`config.mk`:
```
export PLATFORM = sky130hd
export DESIGN_NAME = sys_wakeup_brownout_ctrl
export DESIGN_NICKNAME = d
export VERILOG_FILES = /design/src/rtl/sys_wakeup_brownout_ctrl.v
export VERILOG_INCLUDE_DIRS = /design/src /design/src/rtl
export SDC_FILE = /design/constraint.sdc
export NUM_CORES = 1
export LEC_CHECK = 0
export ABC_AREA = 0
export BUFFER_PORTS_ARGS = -buffer_cell sky130_fd_sc_hd__buf_2
export CAP_MARGIN = 20
export CORE_MARGIN = 4
export CORE_UTILIZATION = 49
export DETAILED_ROUTE_END_ITERATION = 8
export PLACE_DENSITY = 0.86
export SKIP_LAST_GASP = 1
export SLEW_MARGIN = 20
export SYNTH_ARGS = -nofsm -noshare
export SYNTH_HDL_FRONTEND = slang
export SYNTH_SLANG_ARGS = --single-unit
export TNS_END_PERCENT = 100
```
`constraint.sdc`:
```
create_clock -name core_clk -period 2.2 [get_ports core_clk]
set_clock_uncertainty 0.15 [all_clocks]
set_input_delay 0.11 -clock core_clk [delete_from_list [all_inputs] [get_ports core_clk]]
set_output_delay 0.11 -clock core_clk [all_outputs]
set_load 0.02 [all_outputs]
```
`src/rtl/sys_wakeup_defines.vh`:
```
// Constants for the wakeup timer and brownout control register group
`ifndef SYS_WAKEUP_DEFINES_VH
`define SYS_WAKEUP_DEFINES_VH

// ==========================================================
// Register byte addresses
`define ADDR_ID_HIGH 16'h1806
`define ADDR_ID_LOW 16'h1807
`define ADDR_WAKE_CTRL 16'h1808
`define ADDR_BROWN_CTRL 16'h1809

// ==========================================================
// Identification fields
`define ID_STEP_MSB 7
`define ID_STEP_LSB 4
`define ID_PARTHI_MSB 3
`define ID_PARTHI_LSB 0

// ==========================================================
// Wakeup timer control fields
`define WAKE_FLAG_BIT 7
`define WAKE_CLEAR_BIT 6
`define WAKE_CLKSEL_BIT 5
`define WAKE_IRQEN_BIT 4
`define WAKE_PERIOD_MSB 2
`define WAKE_PERIOD_LSB 0
`define WAKE_PERIOD_OFF 3'h0
`define WAKE_CLKSEL_RESET 1'h0
`define WAKE_IRQEN_RESET 1'h0
`define WAKE_PERIOD_RESET 3'h0

// ==========================================================
// Brownout control and status fields
`define BROWN_FLAG_BIT 7
`define BROWN_CLEAR_BIT 6
`define BROWN_IRQEN_BIT 5
`define BROWN_RSTEN_BIT 4
`define BROWN_STOPEN_BIT 3
`define BROWN_ENABLE_BIT 2
`define BROWN_IRQEN_RESET 1'h0
`define BROWN_RSTEN_RESET 1'h1
`define BROWN_STOPEN_RESET 1'h1
`define BROWN_ENABLE_RESET 1'h1

// ==========================================================
// Wakeup intervals: internal tick period and intervals in ms
`define WAKE_TICK_MS 1
`define WAKE_INT_MS_1 8
`define WAKE_INT_MS_2 32
`define WAKE_INT_MS_3 64
`define WAKE_INT_MS_4 128
`define WAKE_INT_MS_5 256
`define WAKE_INT_MS_6 512
`define WAKE_INT_MS_7 1024
// External source intervals in external clock periods
`define WAKE_EXT_1 256
`define WAKE_EXT_2 1024
`define WAKE_EXT_3 2048
`define WAKE_EXT_4 4096
`define WAKE_EXT_5 8192
`define WAKE_EXT_6 16384
`define WAKE_EXT_7 32768

`endif

```
`src/rtl/sys_wakeup_brownout_ctrl.v`:
```
// Identification, periodic wakeup timer and brownout control registers
`include "sys_wakeup_defines.vh"

// Function
// - Identification byte pair is read only; writes to it change nothing.
// - High id byte: silicon step on top, part number bits 11:8 below; low byte bits 7:0.
// - Wakeup timeout flag in bit 7 sets whenever the wakeup timer expires.
// - Writing 1 to wakeup bit 6 clears the flag; 0 does nothing; reads 0.
// - Wakeup bit 5 selects clock: 0 internal oscillator, 1 external clock.
// - Wakeup bit 4 enables wakeup interrupt requests.
// - Period code zero stops the wakeup timer for either clock source.
// - Internal clock codes 1..7 give 8,32,64,128,256,512,1024 ms.
// - External clock codes 1..7 give 256 up to 32768 external periods.
// - Unused wakeup control bits read zero and ignore writes.
// - With detector enabled, a low supply report sets brownout flag bit 7.
// - Writing 1 to brownout bit 6 clears the flag; that bit reads 0.
// - Brownout bit 5 set raises an interrupt request while the flag is set.
// - Bit 4 with detector enabled makes a set flag force a chip reset.
// - Bit 3 keeps detection running in stop mode; 0 disables it during stop.
// - Bit 2 enables detection; while clear flag, reset, stop bits do nothing.
// - Write-once brownout bits accept only the first write after reset.
// - A brownout reset is reported as the low-voltage reset cause.
module sys_wakeup_brownout_ctrl #(
	parameter [3:0] SILICON_STEP = 4'h1,     // Arbitrary value
	parameter [11:0] PART_NUMBER = 12'h5A3,  // Arbitrary value
	parameter CNT_W = 16
) (
	input wire core_clk,
	input wire reset,
	input wire [15:0] address,
	input wire [7:0] writeData,
	input wire writeStrobe,
	input wire readStrobe,
	output reg [7:0] readData_q,
	input wire internalOsc,
	input wire externalClk,
	input wire lowVoltage,
	input wire stopMode,
	output reg wakeupIrq_q,
	output reg brownoutIrq_q,
	output reg brownoutResetReq_q,
	output reg resetCauseBrownout_q
);

	// ==========================================================
	// Wakeup interval table in source ticks, worked out at full integer width
	localparam integer INT_TICKS_1 = `WAKE_INT_MS_1 / `WAKE_TICK_MS;
	localparam integer INT_TICKS_2 = `WAKE_INT_MS_2 / `WAKE_TICK_MS;
	localparam integer INT_TICKS_3 = `WAKE_INT_MS_3 / `WAKE_TICK_MS;
	localparam integer INT_TICKS_4 = `WAKE_INT_MS_4 / `WAKE_TICK_MS;
	localparam integer INT_TICKS_5 = `WAKE_INT_MS_5 / `WAKE_TICK_MS;
	localparam integer INT_TICKS_6 = `WAKE_INT_MS_6 / `WAKE_TICK_MS;
	localparam integer INT_TICKS_7 = `WAKE_INT_MS_7 / `WAKE_TICK_MS;
	localparam integer EXT_LAST_1 = `WAKE_EXT_1 - 1;
	localparam integer EXT_LAST_2 = `WAKE_EXT_2 - 1;
	localparam integer EXT_LAST_3 = `WAKE_EXT_3 - 1;
	localparam integer EXT_LAST_4 = `WAKE_EXT_4 - 1;
	localparam integer EXT_LAST_5 = `WAKE_EXT_5 - 1;
	localparam integer EXT_LAST_6 = `WAKE_EXT_6 - 1;
	localparam integer EXT_LAST_7 = `WAKE_EXT_7 - 1;
	// Cut to the counter width on purpose; every entry fits in CNT_W bits
	localparam [CNT_W-1:0] INT_1 = INT_TICKS_1[CNT_W-1:0];
	localparam [CNT_W-1:0] INT_2 = INT_TICKS_2[CNT_W-1:0];
	localparam [CNT_W-1:0] INT_3 = INT_TICKS_3[CNT_W-1:0];
	localparam [CNT_W-1:0] INT_4 = INT_TICKS_4[CNT_W-1:0];
	localparam [CNT_W-1:0] INT_5 = INT_TICKS_5[CNT_W-1:0];
	localparam [CNT_W-1:0] INT_6 = INT_TICKS_6[CNT_W-1:0];
	localparam [CNT_W-1:0] INT_7 = INT_TICKS_7[CNT_W-1:0];
	localparam [CNT_W-1:0] EXT_1 = EXT_LAST_1[CNT_W-1:0];
	localparam [CNT_W-1:0] EXT_2 = EXT_LAST_2[CNT_W-1:0];
	localparam [CNT_W-1:0] EXT_3 = EXT_LAST_3[CNT_W-1:0];
	localparam [CNT_W-1:0] EXT_4 = EXT_LAST_4[CNT_W-1:0];
	localparam [CNT_W-1:0] EXT_5 = EXT_LAST_5[CNT_W-1:0];
	localparam [CNT_W-1:0] EXT_6 = EXT_LAST_6[CNT_W-1:0];
	localparam [CNT_W-1:0] EXT_7 = EXT_LAST_7[CNT_W-1:0];
	localparam [CNT_W-1:0] ONE = {{(CNT_W-1){1'b0}}, 1'b1};

	// ==========================================================
	// Declarations
	reg [2:0] intOscSync_q;
	reg [2:0] extClkSync_q;
	reg [1:0] lowSync_q;
	reg wakeFlag_q;
	reg wakeFlag_d;
	reg wakeClkSel_q;
	reg wakeIrqEn_q;
	reg [2:0] wakePeriod_q;
	reg [CNT_W-1:0] wakeCount_q;
	reg [CNT_W-1:0] wakeCount_d;
	reg [CNT_W-1:0] wakeLast;
	reg brownFlag_q;
	reg brownFlag_d;
	reg brownIrqEn_q;
	reg brownRstEn_q;
	reg brownStopEn_q;
	reg brownEnable_q;
	reg brownLocked_q;
	reg [7:0] readData_d;
	wire wrWake;
	wire wrBrown;
	wire intTick;
	wire extTick;
	wire srcTick;
	wire wakeRestart;
	wire wakeExpire;
	wire detectActive;
	wire wakeClearReq;
	wire brownClearReq;
	wire wakeIrqEn_d;
	wire brownIrqEn_d;
	wire brownRstEn_d;
	wire brownEnable_d;
	wire brownOpenWr;

	// ==========================================================
	// Address decode of the write strobe
	assign wrWake = writeStrobe && (address == `ADDR_WAKE_CTRL);
	assign wrBrown = writeStrobe && (address == `ADDR_BROWN_CTRL);
	assign wakeClearReq = wrWake && writeData[`WAKE_CLEAR_BIT];
	assign brownClearReq = wrBrown && writeData[`BROWN_CLEAR_BIT];

	// Next enable values, so a request follows the bit in the edge that writes it
	assign wakeIrqEn_d = wrWake ? writeData[`WAKE_IRQEN_BIT] : wakeIrqEn_q;
	assign brownIrqEn_d = wrBrown ? writeData[`BROWN_IRQEN_BIT] : brownIrqEn_q;
	// Only the first brownout write after reset reaches the write-once bits
	assign brownOpenWr = wrBrown && !brownLocked_q;
	assign brownRstEn_d = brownOpenWr ? writeData[`BROWN_RSTEN_BIT] : brownRstEn_q;
	assign brownEnable_d = brownOpenWr ? writeData[`BROWN_ENABLE_BIT] : brownEnable_q;

	// ==========================================================
	// Input synchronisers; stage 0 is read only by stage 1
	always @(posedge core_clk) begin
		if (reset) begin
			intOscSync_q <= 3'h0;
			extClkSync_q <= 3'h0;
			lowSync_q <= 2'h0;
		end else begin
			intOscSync_q <= {intOscSync_q[1:0], internalOsc};
			extClkSync_q <= {extClkSync_q[1:0], externalClk};
			lowSync_q <= {lowSync_q[0], lowVoltage};
		end
	end

	// Rising edges taken from the second and third stages
	assign intTick = intOscSync_q[1] && !intOscSync_q[2];
	assign extTick = extClkSync_q[1] && !extClkSync_q[2];
	assign srcTick = wakeClkSel_q ? extTick : intTick;

	// ==========================================================
	// Wakeup control fields; unused bit 3 and clear bit 6 hold no state
	always @(posedge core_clk) begin
		if (reset) begin
			wakeClkSel_q <= `WAKE_CLKSEL_RESET;
			wakeIrqEn_q <= `WAKE_IRQEN_RESET;
			wakePeriod_q <= `WAKE_PERIOD_RESET;
		end else if (wrWake) begin
			wakeClkSel_q <= writeData[`WAKE_CLKSEL_BIT];
			wakeIrqEn_q <= writeData[`WAKE_IRQEN_BIT];
			wakePeriod_q <= writeData[`WAKE_PERIOD_MSB:`WAKE_PERIOD_LSB];
		end
	end

	// A new period or clock source restarts the count
	assign wakeRestart = wrWake &&
		((writeData[`WAKE_PERIOD_MSB:`WAKE_PERIOD_LSB] != wakePeriod_q) ||
		(writeData[`WAKE_CLKSEL_BIT] != wakeClkSel_q));

	// ==========================================================
	// Terminal count for the selected source and period
	always @* begin
		wakeLast = {CNT_W{1'b0}};
		if (wakeClkSel_q) begin
			case (wakePeriod_q)
				3'h1: wakeLast = EXT_1;
				3'h2: wakeLast = EXT_2;
				3'h3: wakeLast = EXT_3;
				3'h4: wakeLast = EXT_4;
				3'h5: wakeLast = EXT_5;
				3'h6: wakeLast = EXT_6;
				3'h7: wakeLast = EXT_7;
				default: wakeLast = {CNT_W{1'b0}};
			endcase
		end else begin
			case (wakePeriod_q)
				3'h1: wakeLast = INT_1 - ONE;
				3'h2: wakeLast = INT_2 - ONE;
				3'h3: wakeLast = INT_3 - ONE;
				3'h4: wakeLast = INT_4 - ONE;
				3'h5: wakeLast = INT_5 - ONE;
				3'h6: wakeLast = INT_6 - ONE;
				3'h7: wakeLast = INT_7 - ONE;
				default: wakeLast = {CNT_W{1'b0}};
			endcase
		end
	end

	// Expiry on the tick that completes the interval
	assign wakeExpire = (wakePeriod_q != `WAKE_PERIOD_OFF) && srcTick &&
		(wakeCount_q == wakeLast) && !wakeRestart;

	// ==========================================================
	// Wakeup tick counter
	always @* begin
		wakeCount_d = wakeCount_q;
		if (wakeRestart || (wakePeriod_q == `WAKE_PERIOD_OFF)) begin
			wakeCount_d = {CNT_W{1'b0}};
		end else if (wakeExpire) begin
			wakeCount_d = {CNT_W{1'b0}};
		end else if (srcTick) begin
			wakeCount_d = wakeCount_q + ONE;
		end
	end

	// Timeout flag: a set in the clearing cycle wins
	always @* begin
		wakeFlag_d = wakeFlag_q;
		if (wakeClearReq) begin
			wakeFlag_d = 1'b0;
		end
		if (wakeExpire) begin
			wakeFlag_d = 1'b1;
		end
	end

	// Wakeup state registers
	always @(posedge core_clk) begin
		if (reset) begin
			wakeCount_q <= {CNT_W{1'b0}};
			wakeFlag_q <= 1'b0;
		end else begin
			wakeCount_q <= wakeCount_d;
			wakeFlag_q <= wakeFlag_d;
		end
	end

	// ==========================================================
	// Brownout controls; enable, reset and stop bits lock after one write
	always @(posedge core_clk) begin
		if (reset) begin
			brownIrqEn_q <= `BROWN_IRQEN_RESET;
			brownRstEn_q <= `BROWN_RSTEN_RESET;
			brownStopEn_q <= `BROWN_STOPEN_RESET;
			brownEnable_q <= `BROWN_ENABLE_RESET;
			brownLocked_q <= 1'b0;
		end else if (wrBrown) begin
			brownIrqEn_q <= writeData[`BROWN_IRQEN_BIT];
			brownLocked_q <= 1'b1;
			if (!brownLocked_q) begin
				brownRstEn_q <= writeData[`BROWN_RSTEN_BIT];
				brownStopEn_q <= writeData[`BROWN_STOPEN_BIT];
				brownEnable_q <= writeData[`BROWN_ENABLE_BIT];
			end
		end
	end

	// Detection runs when enabled, and in stop only if allowed
	assign detectActive = brownEnable_q &&
		(!stopMode || brownStopEn_q);

	// ==========================================================
	// Brownout flag: a set in the clearing cycle wins
	always @* begin
		brownFlag_d = brownFlag_q;
		if (brownClearReq) begin
			brownFlag_d = 1'b0;
		end
		if (detectActive && lowSync_q[1]) begin
			brownFlag_d = 1'b1;
		end
	end

	// Brownout flag register
	always @(posedge core_clk) begin
		if (reset) begin
			brownFlag_q <= 1'b0;
		end else begin
			brownFlag_q <= brownFlag_d;
		end
	end

	// ==========================================================
	// Request outputs from next flag and enable values, so none lags a register write
	always @(posedge core_clk) begin
		if (reset) begin
			wakeupIrq_q <= 1'b0;
			brownoutIrq_q <= 1'b0;
			brownoutResetReq_q <= 1'b0;
			resetCauseBrownout_q <= 1'b0;
		end else begin
			wakeupIrq_q <= wakeFlag_d && wakeIrqEn_d;
			brownoutIrq_q <= brownFlag_d && brownIrqEn_d;
			brownoutResetReq_q <= brownFlag_d && brownEnable_d &&
				brownRstEn_d;
			resetCauseBrownout_q <= brownFlag_d && brownEnable_d &&
				brownRstEn_d;
		end
	end

	// ==========================================================
	// Read multiplexer; write-only and unused bits read zero
	always @* begin
		readData_d = 8'h00;
		case (address)
			`ADDR_ID_HIGH: begin
				readData_d = {SILICON_STEP, PART_NUMBER[11:8]};
			end
			`ADDR_ID_LOW: begin
				readData_d = PART_NUMBER[7:0];
			end
			`ADDR_WAKE_CTRL: begin
				readData_d[`WAKE_FLAG_BIT] = wakeFlag_q;
				readData_d[`WAKE_CLKSEL_BIT] = wakeClkSel_q;
				readData_d[`WAKE_IRQEN_BIT] = wakeIrqEn_q;
				readData_d[`WAKE_PERIOD_MSB:`WAKE_PERIOD_LSB] = wakePeriod_q;
			end
			`ADDR_BROWN_CTRL: begin
				readData_d[`BROWN_FLAG_BIT] = brownFlag_q;
				readData_d[`BROWN_IRQEN_BIT] = brownIrqEn_q;
				readData_d[`BROWN_RSTEN_BIT] = brownRstEn_q;
				readData_d[`BROWN_STOPEN_BIT] = brownStopEn_q;
				readData_d[`BROWN_ENABLE_BIT] = brownEnable_q;
			end
			default: begin
				readData_d = 8'h00;
			end
		endcase
	end

	// Read data stands only in the cycle after the read strobe
	always @(posedge core_clk) begin
		if (reset) begin
			readData_q <= 8'h00;
		end else if (readStrobe) begin
			readData_q <= readData_d;
		end else begin
			readData_q <= 8'h00;
		end
	end

endmodule

```
# After elaboration in Yosys (flattened, before gate mapping)

Index checks and enable logic that the tools add are counted.

Equality and inequality tests: 14
Divide/modulo/power cells: 0
Multiplexer cells: 16
Bitwise gates (word level): 3
Reductions and logical operators: 31
Magnitude comparators: 0
Multipliers: 0
Add/subtract/negate cells: 1
Shift-type cells: 0

Operator list:

| kind                                                  | count |
|---|---|
| one-hot mux 15 bit (7 select lines)                   | 1 |
| one-hot mux 10 bit (7 select lines)                   | 1 |
| equality test 16 x 13 -> 1 bit, second input constant | 4 |
| logical AND 1 bit                                     | 17 |
| adder 16 x 1 -> 16 bit, second input constant         | 1 |
| equality test 16 bit                                  | 1 |
| 2-to-1 mux 16 bit                                     | 1 |
| equality test 3 bit, second input constant            | 4 |
| 2-to-1 mux 1 bit                                      | 9 |
| one-hot mux 2 bit (4 select lines)                    | 1 |
| equality test 3 x 2 -> 1 bit, second input constant   | 2 |
| one-hot mux 1 bit (3 select lines)                    | 2 |
| one-hot mux 2 bit (3 select lines)                    | 1 |
| OR reduction 3 bit                                    | 2 |
| logical NOT 1 bit                                     | 5 |
| equality test 3 x 1 -> 1 bit, second input constant   | 1 |
| logical NOT 3 bit                                     | 1 |
| logical OR 1 bit                                      | 3 |
| != test 3 bit                                         | 1 |
| NOT 1 bit                                             | 3 |
| nonzero test 3 bit                                    | 1 |
| AND reduction 2 bit                                   | 1 |
| OR reduction 2 bit                                    | 1 |
| != test 1 bit                                         | 1 |

Memories: 0
Word-level logic and storage cells: 85
Bits in writable memories: 0
Bits of input ports: 32
Output and inout bits: 12
ROM bits: 0
Bits in latches: 0
Flip-flop bits (word level): 47

# Logic depth before layout (Yosys ltp)

Gate-level depths: netlist (run 1).

Depth after elaboration: 8
Gate-level depth with buffers: 9
Mapped depth without buffers: 6

# Worst setup path after synthesis (run 1)

No wires, ideal clock.

Path kind: reg-to-reg
From: register wakePeriod_q[1]
To: register wakeCount_q[7]
Clock period less this slack: 2.044 ns
Cell stages (with the launch flop): 10
Path slack: 0.156 ns
Setup time: 0.115 ns
Arrival time: 1.780 ns
Required time: 1.935 ns
Buffers on the path: 3
Cell sequence: dfxtp_1 -> buf_2 -> buf_2 -> a211oi_1 -> mux2i_1 -> o2111ai_1 -> nor4_1 -> a21bo_2 -> buf_6 -> nor2_1

Cells in the longest elaborated chain, start to end: 7
Elaborated cells between the ends (all ways): 22
Classes of those cells: 9 x eq/ne; 3 x mux; 10 x reduce/logical

Ends and longest elaborated chain:

| what                                                                                       | line                                                           | RTL |
|---|---|---|
| start: declaration                                                                         | sys_wakeup_brownout_ctrl.v:87                                  | `reg [2:0] wakePeriod_q;` |
| start signal: assignment                                                                   | sys_wakeup_brownout_ctrl.v:155                                 | `` wakePeriod_q <= `WAKE_PERIOD_RESET; `` |
| start signal: assignment                                                                   | sys_wakeup_brownout_ctrl.v:159                                 | `` wakePeriod_q <= writeData[`WAKE_PERIOD_MSB:`WAKE_PERIOD_LSB]; `` |
| equality test 3 bit, or another cell as far along                                          | sys_wakeup_brownout_ctrl.v:173, sys_wakeup_brownout_ctrl.v:184 |  |
| one-hot mux 10 bit (7 select lines) or one-hot mux 15 bit (7 select lines) (tied branches) | sys_wakeup_brownout_ctrl.v:184, sys_wakeup_brownout_ctrl.v:173 |  |
| 2-to-1 mux 16 bit                                                                          | sys_wakeup_brownout_ctrl.v:172                                 | `if (wakeClkSel_q) begin` |
| equality test 16 bit                                                                       | sys_wakeup_brownout_ctrl.v:199                                 | `(wakeCount_q == wakeLast) && !wakeRestart;` |
| logical AND 1 bit (2 in a row)                                                             | sys_wakeup_brownout_ctrl.v:198                                 | `` assign wakeExpire = (wakePeriod_q != `WAKE_PERIOD_OFF) && srcTick && `` |
| OR reduction 3 bit (no source line) (*)                                                    | --                                                             |  |
| end signal: assignment                                                                     | sys_wakeup_brownout_ctrl.v:228                                 | `wakeCount_q <= {CNT_W{1'b0}};` |
| end signal: assignment                                                                     | sys_wakeup_brownout_ctrl.v:231                                 | `wakeCount_q <= wakeCount_d;` |
| end: declaration                                                                           | sys_wakeup_brownout_ctrl.v:88                                  | `reg [CNT_W-1:0] wakeCount_q;` |

Mark *: on every way between the ends. The rest lies on a longest branch, timed or not.
A chain may end at the register's enable or synchronous reset.

# Worst setup path after layout (run 1)

From: register wakeClkSel_q
To: register wakeupIrq_q

Cells in the longest elaborated chain, start to end: 7
Elaborated cells between the ends (all ways): 12
Classes of those cells: 2 x eq/ne; 3 x mux; 7 x reduce/logical

Ends and longest elaborated chain:

| what                                                                      | line                           | RTL |
|---|---|---|
| start: declaration                                                        | sys_wakeup_brownout_ctrl.v:85  | `reg wakeClkSel_q;` |
| start signal: assignment                                                  | sys_wakeup_brownout_ctrl.v:153 | `` wakeClkSel_q <= `WAKE_CLKSEL_RESET; `` |
| start signal: assignment                                                  | sys_wakeup_brownout_ctrl.v:157 | `` wakeClkSel_q <= writeData[`WAKE_CLKSEL_BIT]; `` |
| parallel branches: the longest is 4 deep, another holds 2-to-1 mux 16 bit | --                             |  |
| logical AND 1 bit (*)                                                     | sys_wakeup_brownout_ctrl.v:198 |  |
| 2-to-1 mux 1 bit (*)                                                      | sys_wakeup_brownout_ctrl.v:220 | `if (wakeExpire) begin` |
| logical AND 1 bit (*)                                                     | sys_wakeup_brownout_ctrl.v:290 | `wakeupIrq_q <= wakeFlag_d && wakeIrqEn_d;` |
| end signal: assignment                                                    | sys_wakeup_brownout_ctrl.v:290 |  |
| end: declaration                                                          | sys_wakeup_brownout_ctrl.v:39  | `output reg wakeupIrq_q,` |

Every way passes the cells marked *.

==> impl_metrics.py, run 1 <==
metrics = {
    "run_status": {
        "status": "finished, final reports clean",
    },
    "synth": {
        "syn_inst": 262,
        "yosysMostFrequentCell": "dfxtp_1",
        "synth.distinct_cells": 50,
        "synthTopCellsByArea": "dfxtp_1, nor2_1, xor2_1",
        "synth_edf_count": 0,
        "yosysTopAreaCellShare_pct": 41.1,
        "netlist_area_um2": 2240,
        "synth_ff_type": "dfxtp_1",
        "synth_commonest_cells": "dfxtp_1, nor2_1, nor2b_1",
        "synth-seq-cells": 46,
        "syn-num-nets": 295,
        "yosysWarnings": 0,
        "ys_seq_area_share_pct": 41.1,
        "synth_top_area_cell": "dfxtp_1",
        "syn-mean-instance-area_um2": 8.55,
        "synthArstFlopShare_pct": 0,
    },
    "floorplanning": {
        "die_w_um": 75.6,
        "coreArea_um2": 4380,
        "dieArea_um2": 5720,
        "die_h_um": 75.6,
        "initial_utilization_pct": 51.1,
        "io_pins": 44,
        "rows": 24,
    },
    "clocking": {
        "htree_levels": 2,
        "cts-root-buf": "clkbuf_8",
        "cts_setup_buffers": 0,
        "insertion_delay_ns": 0.29,
        "cts.clk_slew.worst_paths_ns": 0.09,
        "cts.sink_count": 46,
        "cts_buffers": 5,
        "clock_path_buffers": 2,
        "cts_tree": "done",
    },
    "run": {
        "cap_violations": 0,
    },
    "sta": {
        "fmax_ghz": 0.468,
        "fin_crit_ns": 2.14,
        "hold_violations": 0,
        "drv_slew": 0,
        "finalWorstSetupSlack_ns": 0.0628,
        "setup-violations-final": 0,
        "finalCritPeriodShare_pct": 97.1,
        "fin_tns_setup_ns": 0,
        "holdWs_ns": 0.0760,
    },
    "setup_path": {
        "startpoint": "wakeClkSel_q",
        "reg2reg_to": "wakeupIrq_q",
        "end_kind": "flop",
        "reg2regPathDepth": 6,
        "startpoint_type": "flop",
        "r2r-start": "wakeClkSel_q",
        "crit_required_ns": 2.26,
        "r2r_slack_ns": 0.06,
        "path_class": "flop to flop",
        "cp.arrival_ns": 2.20,
        "critical_path.max_fanout": 2,
    },
    "routing": {
        "vias": 2072,
        "drt_wl_total_um": 5220,
        "drtAntennaViolNets": 0,
        "vias_per_cell": 5.57,
        "firstDrtPassIters": 4,
        "first_iter_violations": 142,
        "routedWlPerCell_um": 14.0,
        "drc": 0,
    },
    "cells_and_area": {
        "syn_to_final_growth_pct": 24.5,
        "drive_above_1_share_pct": 23.1,
        "nFillCells": 348,
        "stdcell_area_um2": 2790,
        "nNetsFinal": 352,
        "antenna_cells": 0,
    },
    "global_routing": {
        "grt_first_pass_wirelength_um": 8060,
        "grt_pass1_vias": 1797,
        "grt.total_usage_pct": 18.3,
        "use_met1_pct": 25.3,
        "grt_max_degree": 25,
        "busiest_layer": "met2",
        "use_met2_pct": 29.6,
        "grt_use_met3_pct": 3.30,
        "overflow": 0,
        "antenna_found_initial": 0,
    },
    "power": {
        "pwr_density_cell_nw_per_um2": 560,
        "ir_drop_mv": 0.350,
        "leakagePower_nw": 1.15,
    },
    "placement": {
        "post_dp_cell_area_um2": 2550,
        "hpwl_um": 3490,
        "port_buffers": 41,
        "gp_congestion": 0.814,
        "dp_slack_ns": -0.000698,
    },
    "hold_path": {
        "worstHoldEndpoint": "readData_q[5]",
        "worstHoldStart": "address[2]",
        "hp-class": "input port to flop",
        "holdPathStages": 4,
    },
}
worst max path at each step:
stage,to,cells after the start
after detailed placement,wakeCount_q[6],8
after global placement,wakeCount_q[14],7
after floorplan,wakeCount_q[7],9
final,wakeupIrq_q,6
after global routing,wakeupIrq_q,7
after CTS,wakeCount_q[14],7
routing by layer:
layer  vias up  share of wire (%)
li1       1028                  -
met1       955                 45
met2        81                 47
met3         8                6.7
met4         0                1.4
met5         -                  0
placed cells by master (no fill, tap or decap), types with 2 or more instances in the layout:
| cell | Yosys | final |
|---|---|---|
| o211ai_1 | 2 | 2 |
| nand4_1 | 10 | 10 |
| and3b_1 | 2 | 2 |
| nor3b_1 | 2 | 2 |
| buf_4 | 2 | 14 |
| a211oi_1 | 5 | 4 |
| dfxtp_1 | 46 | 43 |
| nand2_1 | 15 | 15 |
| clkbuf_8 | 0 | 5 |
| xnor2_1 | 9 | 9 |
| dlygate4sd3_1 | 0 | 10 |
| inv_1 | 5 | 5 |
| nor4_1 | 5 | 3 |
| or2_2 | 2 | 2 |
| and2_1 | 2 | 2 |
| a21oi_1 | 11 | 11 |
| mux2i_1 | 8 | 8 |
| nor4b_1 | 2 | 2 |
| nand3_1 | 6 | 6 |
| nor4_2 | 0 | 2 |
| a211o_1 | 3 | 3 |
| and3_1 | 6 | 6 |
| dfxtp_4 | 0 | 2 |
| a31oi_1 | 7 | 7 |
| o21ai_0 | 5 | 5 |
| nor2b_1 | 16 | 16 |
| xor2_1 | 12 | 12 |
| buf_2 | 7 | 41 |
| nor2_1 | 42 | 42 |
layout make-up:
cell class | instances | area [um^2] | share of cell area (%)
flip-flops and latches | 46 | 930 | 33.3
clock inverters | 2 | 37.5 | 1.35
multi-input cells | 195 | 1230 | 44.3
well taps | 52 | 65.1 | 2.33
repair buffers | 66 | 430 | 15.4
clock buffers | 6 | 72.6 | 2.60
inverters | 5 | 18.8 | 0.673
through the flow:
stage | utilization (%) | instances | power (mW)
after floorplan | - | 262 | 0.905
after global placement | 58.2 | 354 | 0.942
after detailed placement | 58.2 | 354 | 0.944
after CTS | 63.1 | 372 | 1.57
after global routing | 63.6 | 372 | 1.62
final | 63.6 | 372 | 1.56
flip-flops by register name, indices dropped and copies added, names as in the netlist, 2 cells and up:
register      cells
extClkSync_q      3
wakePeriod_q      3
lowSync_q         2
readData_q        7
intOscSync_q      3
wakeCount_q      16
worst max-delay path, stage by stage (launching register included):
cell	delay [ns]
dfxtp_1	0.32
or3b_1	0.41
a221oi_2	0.31
o2111ai_1	0.20
nor4_1	0.32
a31oi_1	0.16
nor3_1	0.18
repair_timing:
action	in CTS	in global routing
endpoints found under the setup margin	15	15
gates resized for setup	2	6
pin swaps	0	1
endpoints found under the hold margin	14	0
hold buffers	10	0
cells by family (layout without fill, tap and decap cells):
group,Yosys count,after routing,synth area share [%]
buffers and inverters,21,79,4.58
AND/OR/NAND/NOR,117,117,27.0
flip-flops,46,46,41.1
multiplexers,8,8,3.58
adder cells (fa/ha/maj),2,2,1.01
XOR/XNOR,21,21,8.21
other,1,1,0.167
AO/OA/AOI/OAI,46,46,14.4
where the power goes:
group / total [mW] / switching (mW) / leakage, nW / internal [mW]
Clock: 0.623 / 0.284 / 0.0514 / 0.339
Sequential: 0.839 / 0.00203 / 0.374 / 0.837
Combinational: 0.0989 / 0.0473 / 0.723 / 0.0516
(Power assumes the default switching activity.)
==> run 2: changes to the inputs <==
Settings changed: BUFFER_PORTS_ARGS -buffer_cell sky130_fd_sc_hd__buf_2 to unset, CORE_UTILIZATION 49 to 51, DONT_BUFFER_PORTS set to 1, PLACE_DENSITY 0.86 to 0.8, SKIP_CTS_REPAIR_TIMING set to 1, TNS_END_PERCENT 100 to 10.
==> impl_metrics.py, run 2 (same netlist as run 1, synthesis figures left out) <==
metrics = {
    "floorplanning": {
        "rows": 23,
        "dieArea_um2": 5520,
        "die_h_um": 74.3,
        "coreArea_um2": 4120,
        "initial_utilization_pct": 54.4,
        "io_pins": 44,
        "die_w_um": 74.3,
    },
    "sta": {
        "finalWorstSetupSlack_ns": 0.0693,
        "fin_crit_ns": 2.13,
        "finalCritPeriodShare_pct": 96.8,
        "hold_violations": 14,
        "setup-violations-final": 0,
        "fin_tns_setup_ns": 0,
        "holdWs_ns": -0.286,
        "fmax_ghz": 0.469,
        "drv_slew": 0,
        "rsz0062_at_grt": "yes",
        "tightest_slew_ns": 0.500,
        "slew_headroom_pct": 66.2,
    },
    "cells_and_area": {
        "drive_above_1_share_pct": 12.9,
        "final_cell_mix": "dfxtp_1, nor2_1, dlygate4sd3_1",
        "largest_register_ffs": 16,
        "final_cells": 344,
        "top_regs": "wakeCount_q: 16 flops, readData_q: 7 flops",
        "max_flop_register": "wakeCount_q",
        "antenna_cells": 0,
        "final_common_cell": "dfxtp_1",
        "syn_to_final_growth_pct": 21.7,
        "nNetsFinal": 326,
    },
    "power": {
        "power_mw": 1.42,
        "pwr_density_cell_nw_per_um2": 521,
        "ir_drop_mv": 0.350,
        "leakagePower_nw": 1.06,
    },
    "clocking": {
        "cts_tree": "done",
        "cts.sink_count": 46,
        "insertion_delay_ns": 0.31,
        "cts-root-buf": "clkbuf_8",
        "clock_path_buffers": 2,
        "cts.clk_slew.worst_paths_ns": 0.09,
        "cts_buffers": 5,
        "htree_levels": 2,
    },
    "setup_path": {
        "startpoint_type": "flop",
        "end_kind": "flop",
        "crit_chain": "or3b_1 -> a221oi_2 -> o2111ai_2 -> nor4_2 -> a31oi_1 -> nor3_1",
        "cpPeakStageDelay_ns": 0.41,
        "reg2regPathDepth": 6,
        "reg2reg_to": "wakeupIrq_q",
        "critical_path.max_fanout": 2,
        "slowest_stage": "or3b_1",
        "path_delay_family": "simple AND/OR/NAND/NOR gates",
        "crit_required_ns": 2.26,
        "r2r-start": "wakeClkSel_q",
        "path_class": "flop to flop",
        "cp.arrival_ns": 2.19,
        "critPathBufInv": 0,
        "r2r_slack_ns": 0.07,
    },
    "hold_path": {
        "worstHoldEndpoint": "wakeFlag_q",
        "worstHoldStart": "reset",
        "holdPathStages": 1,
        "hp-class": "input port to flop",
    },
    "placement": {
        "port_buffers": 0,
        "placed_cells": 312,
        "gp_congestion": 0.866,
        "hpwl_um": 3360,
        "dp_slack_ns": -0.00514,
    },
    "global_routing": {
        "overflow": 0,
        "grt_max_degree": 25,
        "grt.total_usage_pct": 17.7,
        "grt_first_pass_wirelength_um": 7540,
        "grt_pass1_vias": 1735,
        "antenna_found_initial": 0,
    },
    "run": {
        "cap_violations": 0,
    },
    "routing": {
        "drtAntennaViolNets": 0,
        "first_iter_violations": 117,
        "drt_wl_total_um": 5180,
        "firstDrtPassIters": 4,
        "routedWlPerCell_um": 15.1,
        "vias_per_cell": 5.76,
        "drc": 0,
        "vias": 1981,
    },
    "run_status": {
        "violations": "negative hold slack",
        "status": "complete, but fails checks",
    },
}
==> run 2: cell count changes in the layout (fill, tap and decap cells not counted), sizes merged <==
cell	change
bufinv	-1
dlygate4sd3	+14
clkinv	+2
buf	-40
clkbuf	-1
==> run 2: worst max path at each step <==
stage / startpoint / end / depth (start not counted)
floorplan: wakePeriod_q[1] / wakeCount_q[7] / 9
global placement: wakePeriod_q[0] / wakeCount_q[10] / 7
detailed placement: wakePeriod_q[0] / wakeCount_q[9] / 7
CTS: wakePeriod_q[0] / wakeCount_q[9] / 7
global route: wakeClkSel_q / wakeupIrq_q / 6
finish: wakeClkSel_q / wakeupIrq_q / 6
==> run 2: routing by layer <==
| metal | vias up | global-route usage, % | routed length, um |
|---|---|---|---|
| met5 | - | 0 | 0 |
| met1 | 923 | 23.8 | 2250 |
| met4 | 0 | 10.1 | 145 |
| met2 | 59 | 25.2 | 2440 |
| met3 | 17 | 5.14 | 341 |
| li1 | 982 | - | - |
==> run 2: cell type report <==
class / instances / area [um^2]
clock buffers: 5 / 68.8
clock inverters: 3 / 21.3
fillers: 319 / 1390
inverters: 5 / 18.8
multi-input cells: 195 / 1250
flip-flops and latches: 46 / 927
well taps: 50 / 62.6
repair buffers: 40 / 377
==> run 2: worst reg2reg max path, stage by stage (launching register included) <==
cell       delay, ns
dfxtp_1         0.33
or3b_1          0.41
a221oi_2        0.30
o2111ai_2       0.18
nor4_2          0.29
a31oi_1         0.15
nor3_1          0.23
==> run 2: where the power goes <==
part	leakage, nW	switching, mW	internal (mW)
combinational	0.642	0.0243	0.0352
sequential	0.374	0.00513	0.838
clock	0.0441	0.295	0.223
total	1.06	0.325	1.10
==> run 2: metrics by stage <==
| step | cell area (um^2) | utilization, % |
|---|---|---|
| floorplan | 2240 | - |
| global placement | 2350 | 57.1 |
| detailed placement | 2350 | 57.1 |
| CTS | 2440 | 59.3 |
| global route | 2730 | 66.3 |
| finish | 2730 | 66.3 |
==> run 3: changes to the inputs <==
Settings changed: CORE_ASPECT_RATIO set to 0.75.
==> impl_metrics.py, run 3 (same netlist as run 1, synthesis figures left out) <==
metrics = {
    "global_routing": {
        "grt_pass1_vias": 1750,
        "grt_first_pass_wirelength_um": 8060,
        "grt_max_degree": 25,
        "grt.total_usage_pct": 18.3,
        "antenna_found_initial": 0,
        "overflow": 0,
    },
    "cells_and_area": {
        "layout.area.seq_um2": 923,
        "drive_above_1_share_pct": 11.8,
        "final_core_util_pct": 64.9,
        "nFillCells": 344,
        "antenna_cells": 0,
        "top_regs": "wakeCount_q: 16 flops, readData_q: 7 flops",
        "nNetsFinal": 321,
        "final_cells": 344,
        "max_flop_register": "wakeCount_q",
        "largest_register_ffs": 16,
        "syn_to_final_growth_pct": 20.4,
        "multi_input_comb_area_um2": 1240,
        "final_cell_mix": "dfxtp_1, nor2_1, dlygate4sd3_1",
        "final_common_cell": "dfxtp_1",
    },
    "setup_path": {
        "path_class": "input port to flop",
        "startpoint": "address[14]",
        "crit_end": "brownoutIrq_q",
        "cp_num_cells": 6,
        "end_kind": "flop",
        "crit_chain": "nor4_1 -> nand4_1 -> or2_1 -> o21ai_0 -> a211oi_1 -> dlygate4sd3_1",
        "crit_required_ns": 2.25,
        "cpPeakStageDelay_ns": 0.57,
        "reg2regPathDepth": 6,
        "r2r_slack_ns": 0.01,
        "r2r-start": "intOscSync_q[1]",
        "slowest_stage": "dlygate4sd3_1",
        "startpoint_type": "input port",
        "path_delay_family": "simple AND/OR/NAND/NOR gates",
        "cp.arrival_ns": 2.26,
        "reg2reg_to": "wakeupIrq_q",
        "critical_path.max_fanout": 5,
        "critPathBufInv": 1,
    },
    "sta": {
        "rsz0062_at_grt": "yes",
        "slew_headroom_pct": 61.4,
        "drv_slew": 0,
        "fmax_ghz": 0.452,
        "hold_violations": 11,
        "fin_crit_ns": 2.21,
        "finalCritPeriodShare_pct": 101,
        "setup-violations-final": 1,
        "finalWorstSetupSlack_ns": -0.0119,
        "holdWs_ns": -0.284,
        "tightest_slew_ns": 0.574,
    },
    "power": {
        "seq_power_share_pct": 54.6,
        "internal-power_mw": 1.21,
        "comb_power_share_pct": 3.8,
        "ir_drop_mv": 0.459,
        "pwr_density_cell_nw_per_um2": 574,
        "clkPwrFrac_pct": 41.6,
        "switching_power_uw": 339,
        "switching_share_pct": 21.9,
        "leakagePower_nw": 1.04,
        "power_mw": 1.55,
    },
    "floorplanning": {
        "coreArea_um2": 4150,
        "die_h_um": 65.4,
        "die_w_um": 84.5,
        "io_pins": 44,
        "dieArea_um2": 5530,
        "rows": 20,
        "initial_utilization_pct": 53.9,
    },
    "routing": {
        "first_iter_violations": 182,
        "vias_per_cell": 6.04,
        "drtAntennaViolNets": 0,
        "routedWlPerCell_um": 17.0,
        "firstDrtPassIters": 7,
        "vias": 2079,
        "drt_wl_total_um": 5840,
        "drc": 0,
    },
    "run_status": {
        "violations": "negative hold slack, negative setup slack",
        "status": "complete, but fails checks",
    },
    "clocking": {
        "cts-root-buf": "clkbuf_8",
        "cts_tree": "done",
        "cts.sink_count": 46,
        "cts.clk_slew.worst_paths_ns": 0.09,
        "clock_path_buffers": 2,
        "htree_levels": 2,
        "insertion_delay_ns": 0.31,
        "cts_buffers": 5,
    },
    "placement": {
        "port_buffers": 0,
        "hpwl_um": 3700,
        "placed_cells": 315,
        "gp_congestion": 0.857,
    },
    "hold_path": {
        "hp-class": "input port to flop",
    },
    "run": {
        "cap_violations": 0,
    },
}
==> run 3: through the flow <==
stage,setup TNS [ns],setup slack [ns],area (um^2)
2_1_floorplan,0,0.156,2240
3_3_place_gp,0,0.0547,2340
3_5_place_dp,0,0.00560,2340
4_1_cts,-0.00343,-0.00343,2460
5_1_grt,-1.82,-0.193,2700
6_report,-0.0119,-0.0119,2700
==> run 3: power by group through the flow <==
stage	Clock, mW	Combinational, mW	Sequential, mW
3_5_place_dp	0	0.0395	0.864
3_3_place_gp	0	0.0382	0.864
2_1_floorplan	0	0.0425	0.862
4_1_cts	0.646	0.0397	0.845
5_1_grt	0.674	0.0638	0.846
6_report	0.645	0.0584	0.845
==> run 3: area by class of cell <==
cell class | instances | area share, %
Tap cell | 55 | 2.55
Multi-Input combinational cell | 195 | 46.1
Timing Repair Buffer | 35 | 12.2
Sequential cell | 46 | 34.2
Clock inverter | 3 | 1.67
Inverter | 5 | 0.696
Clock buffer | 5 | 2.55
==> run 3: worst min path at each step <==
stage / endpoint / slack (ns) / startpoint / cells after the start
3_3_place_gp: brownLocked_q / 0.03 / reset / 1
5_1_grt: wakePeriod_q[1] / -0.29 / reset / 1
2_1_floorplan: lowSync_q[1] / 0.03 / reset / 1
6_report: wakePeriod_q[1] / -0.28 / reset / 1
3_5_place_dp: brownLocked_q / 0.03 / reset / 1
4_1_cts: brownLocked_q / -0.29 / reset / 1
==> run 3: layer usage <==
layer  vias to the layer above  GRT usage, %  wire, um  share of wire, %
li1                        970             -         -                 -
met1                       967          25.0      2420                42
met2                       117          29.5      2720                47
met3                        25          4.26       545               9.3
met4                         0          4.15       150               2.6
met5                         -             0         0                 0
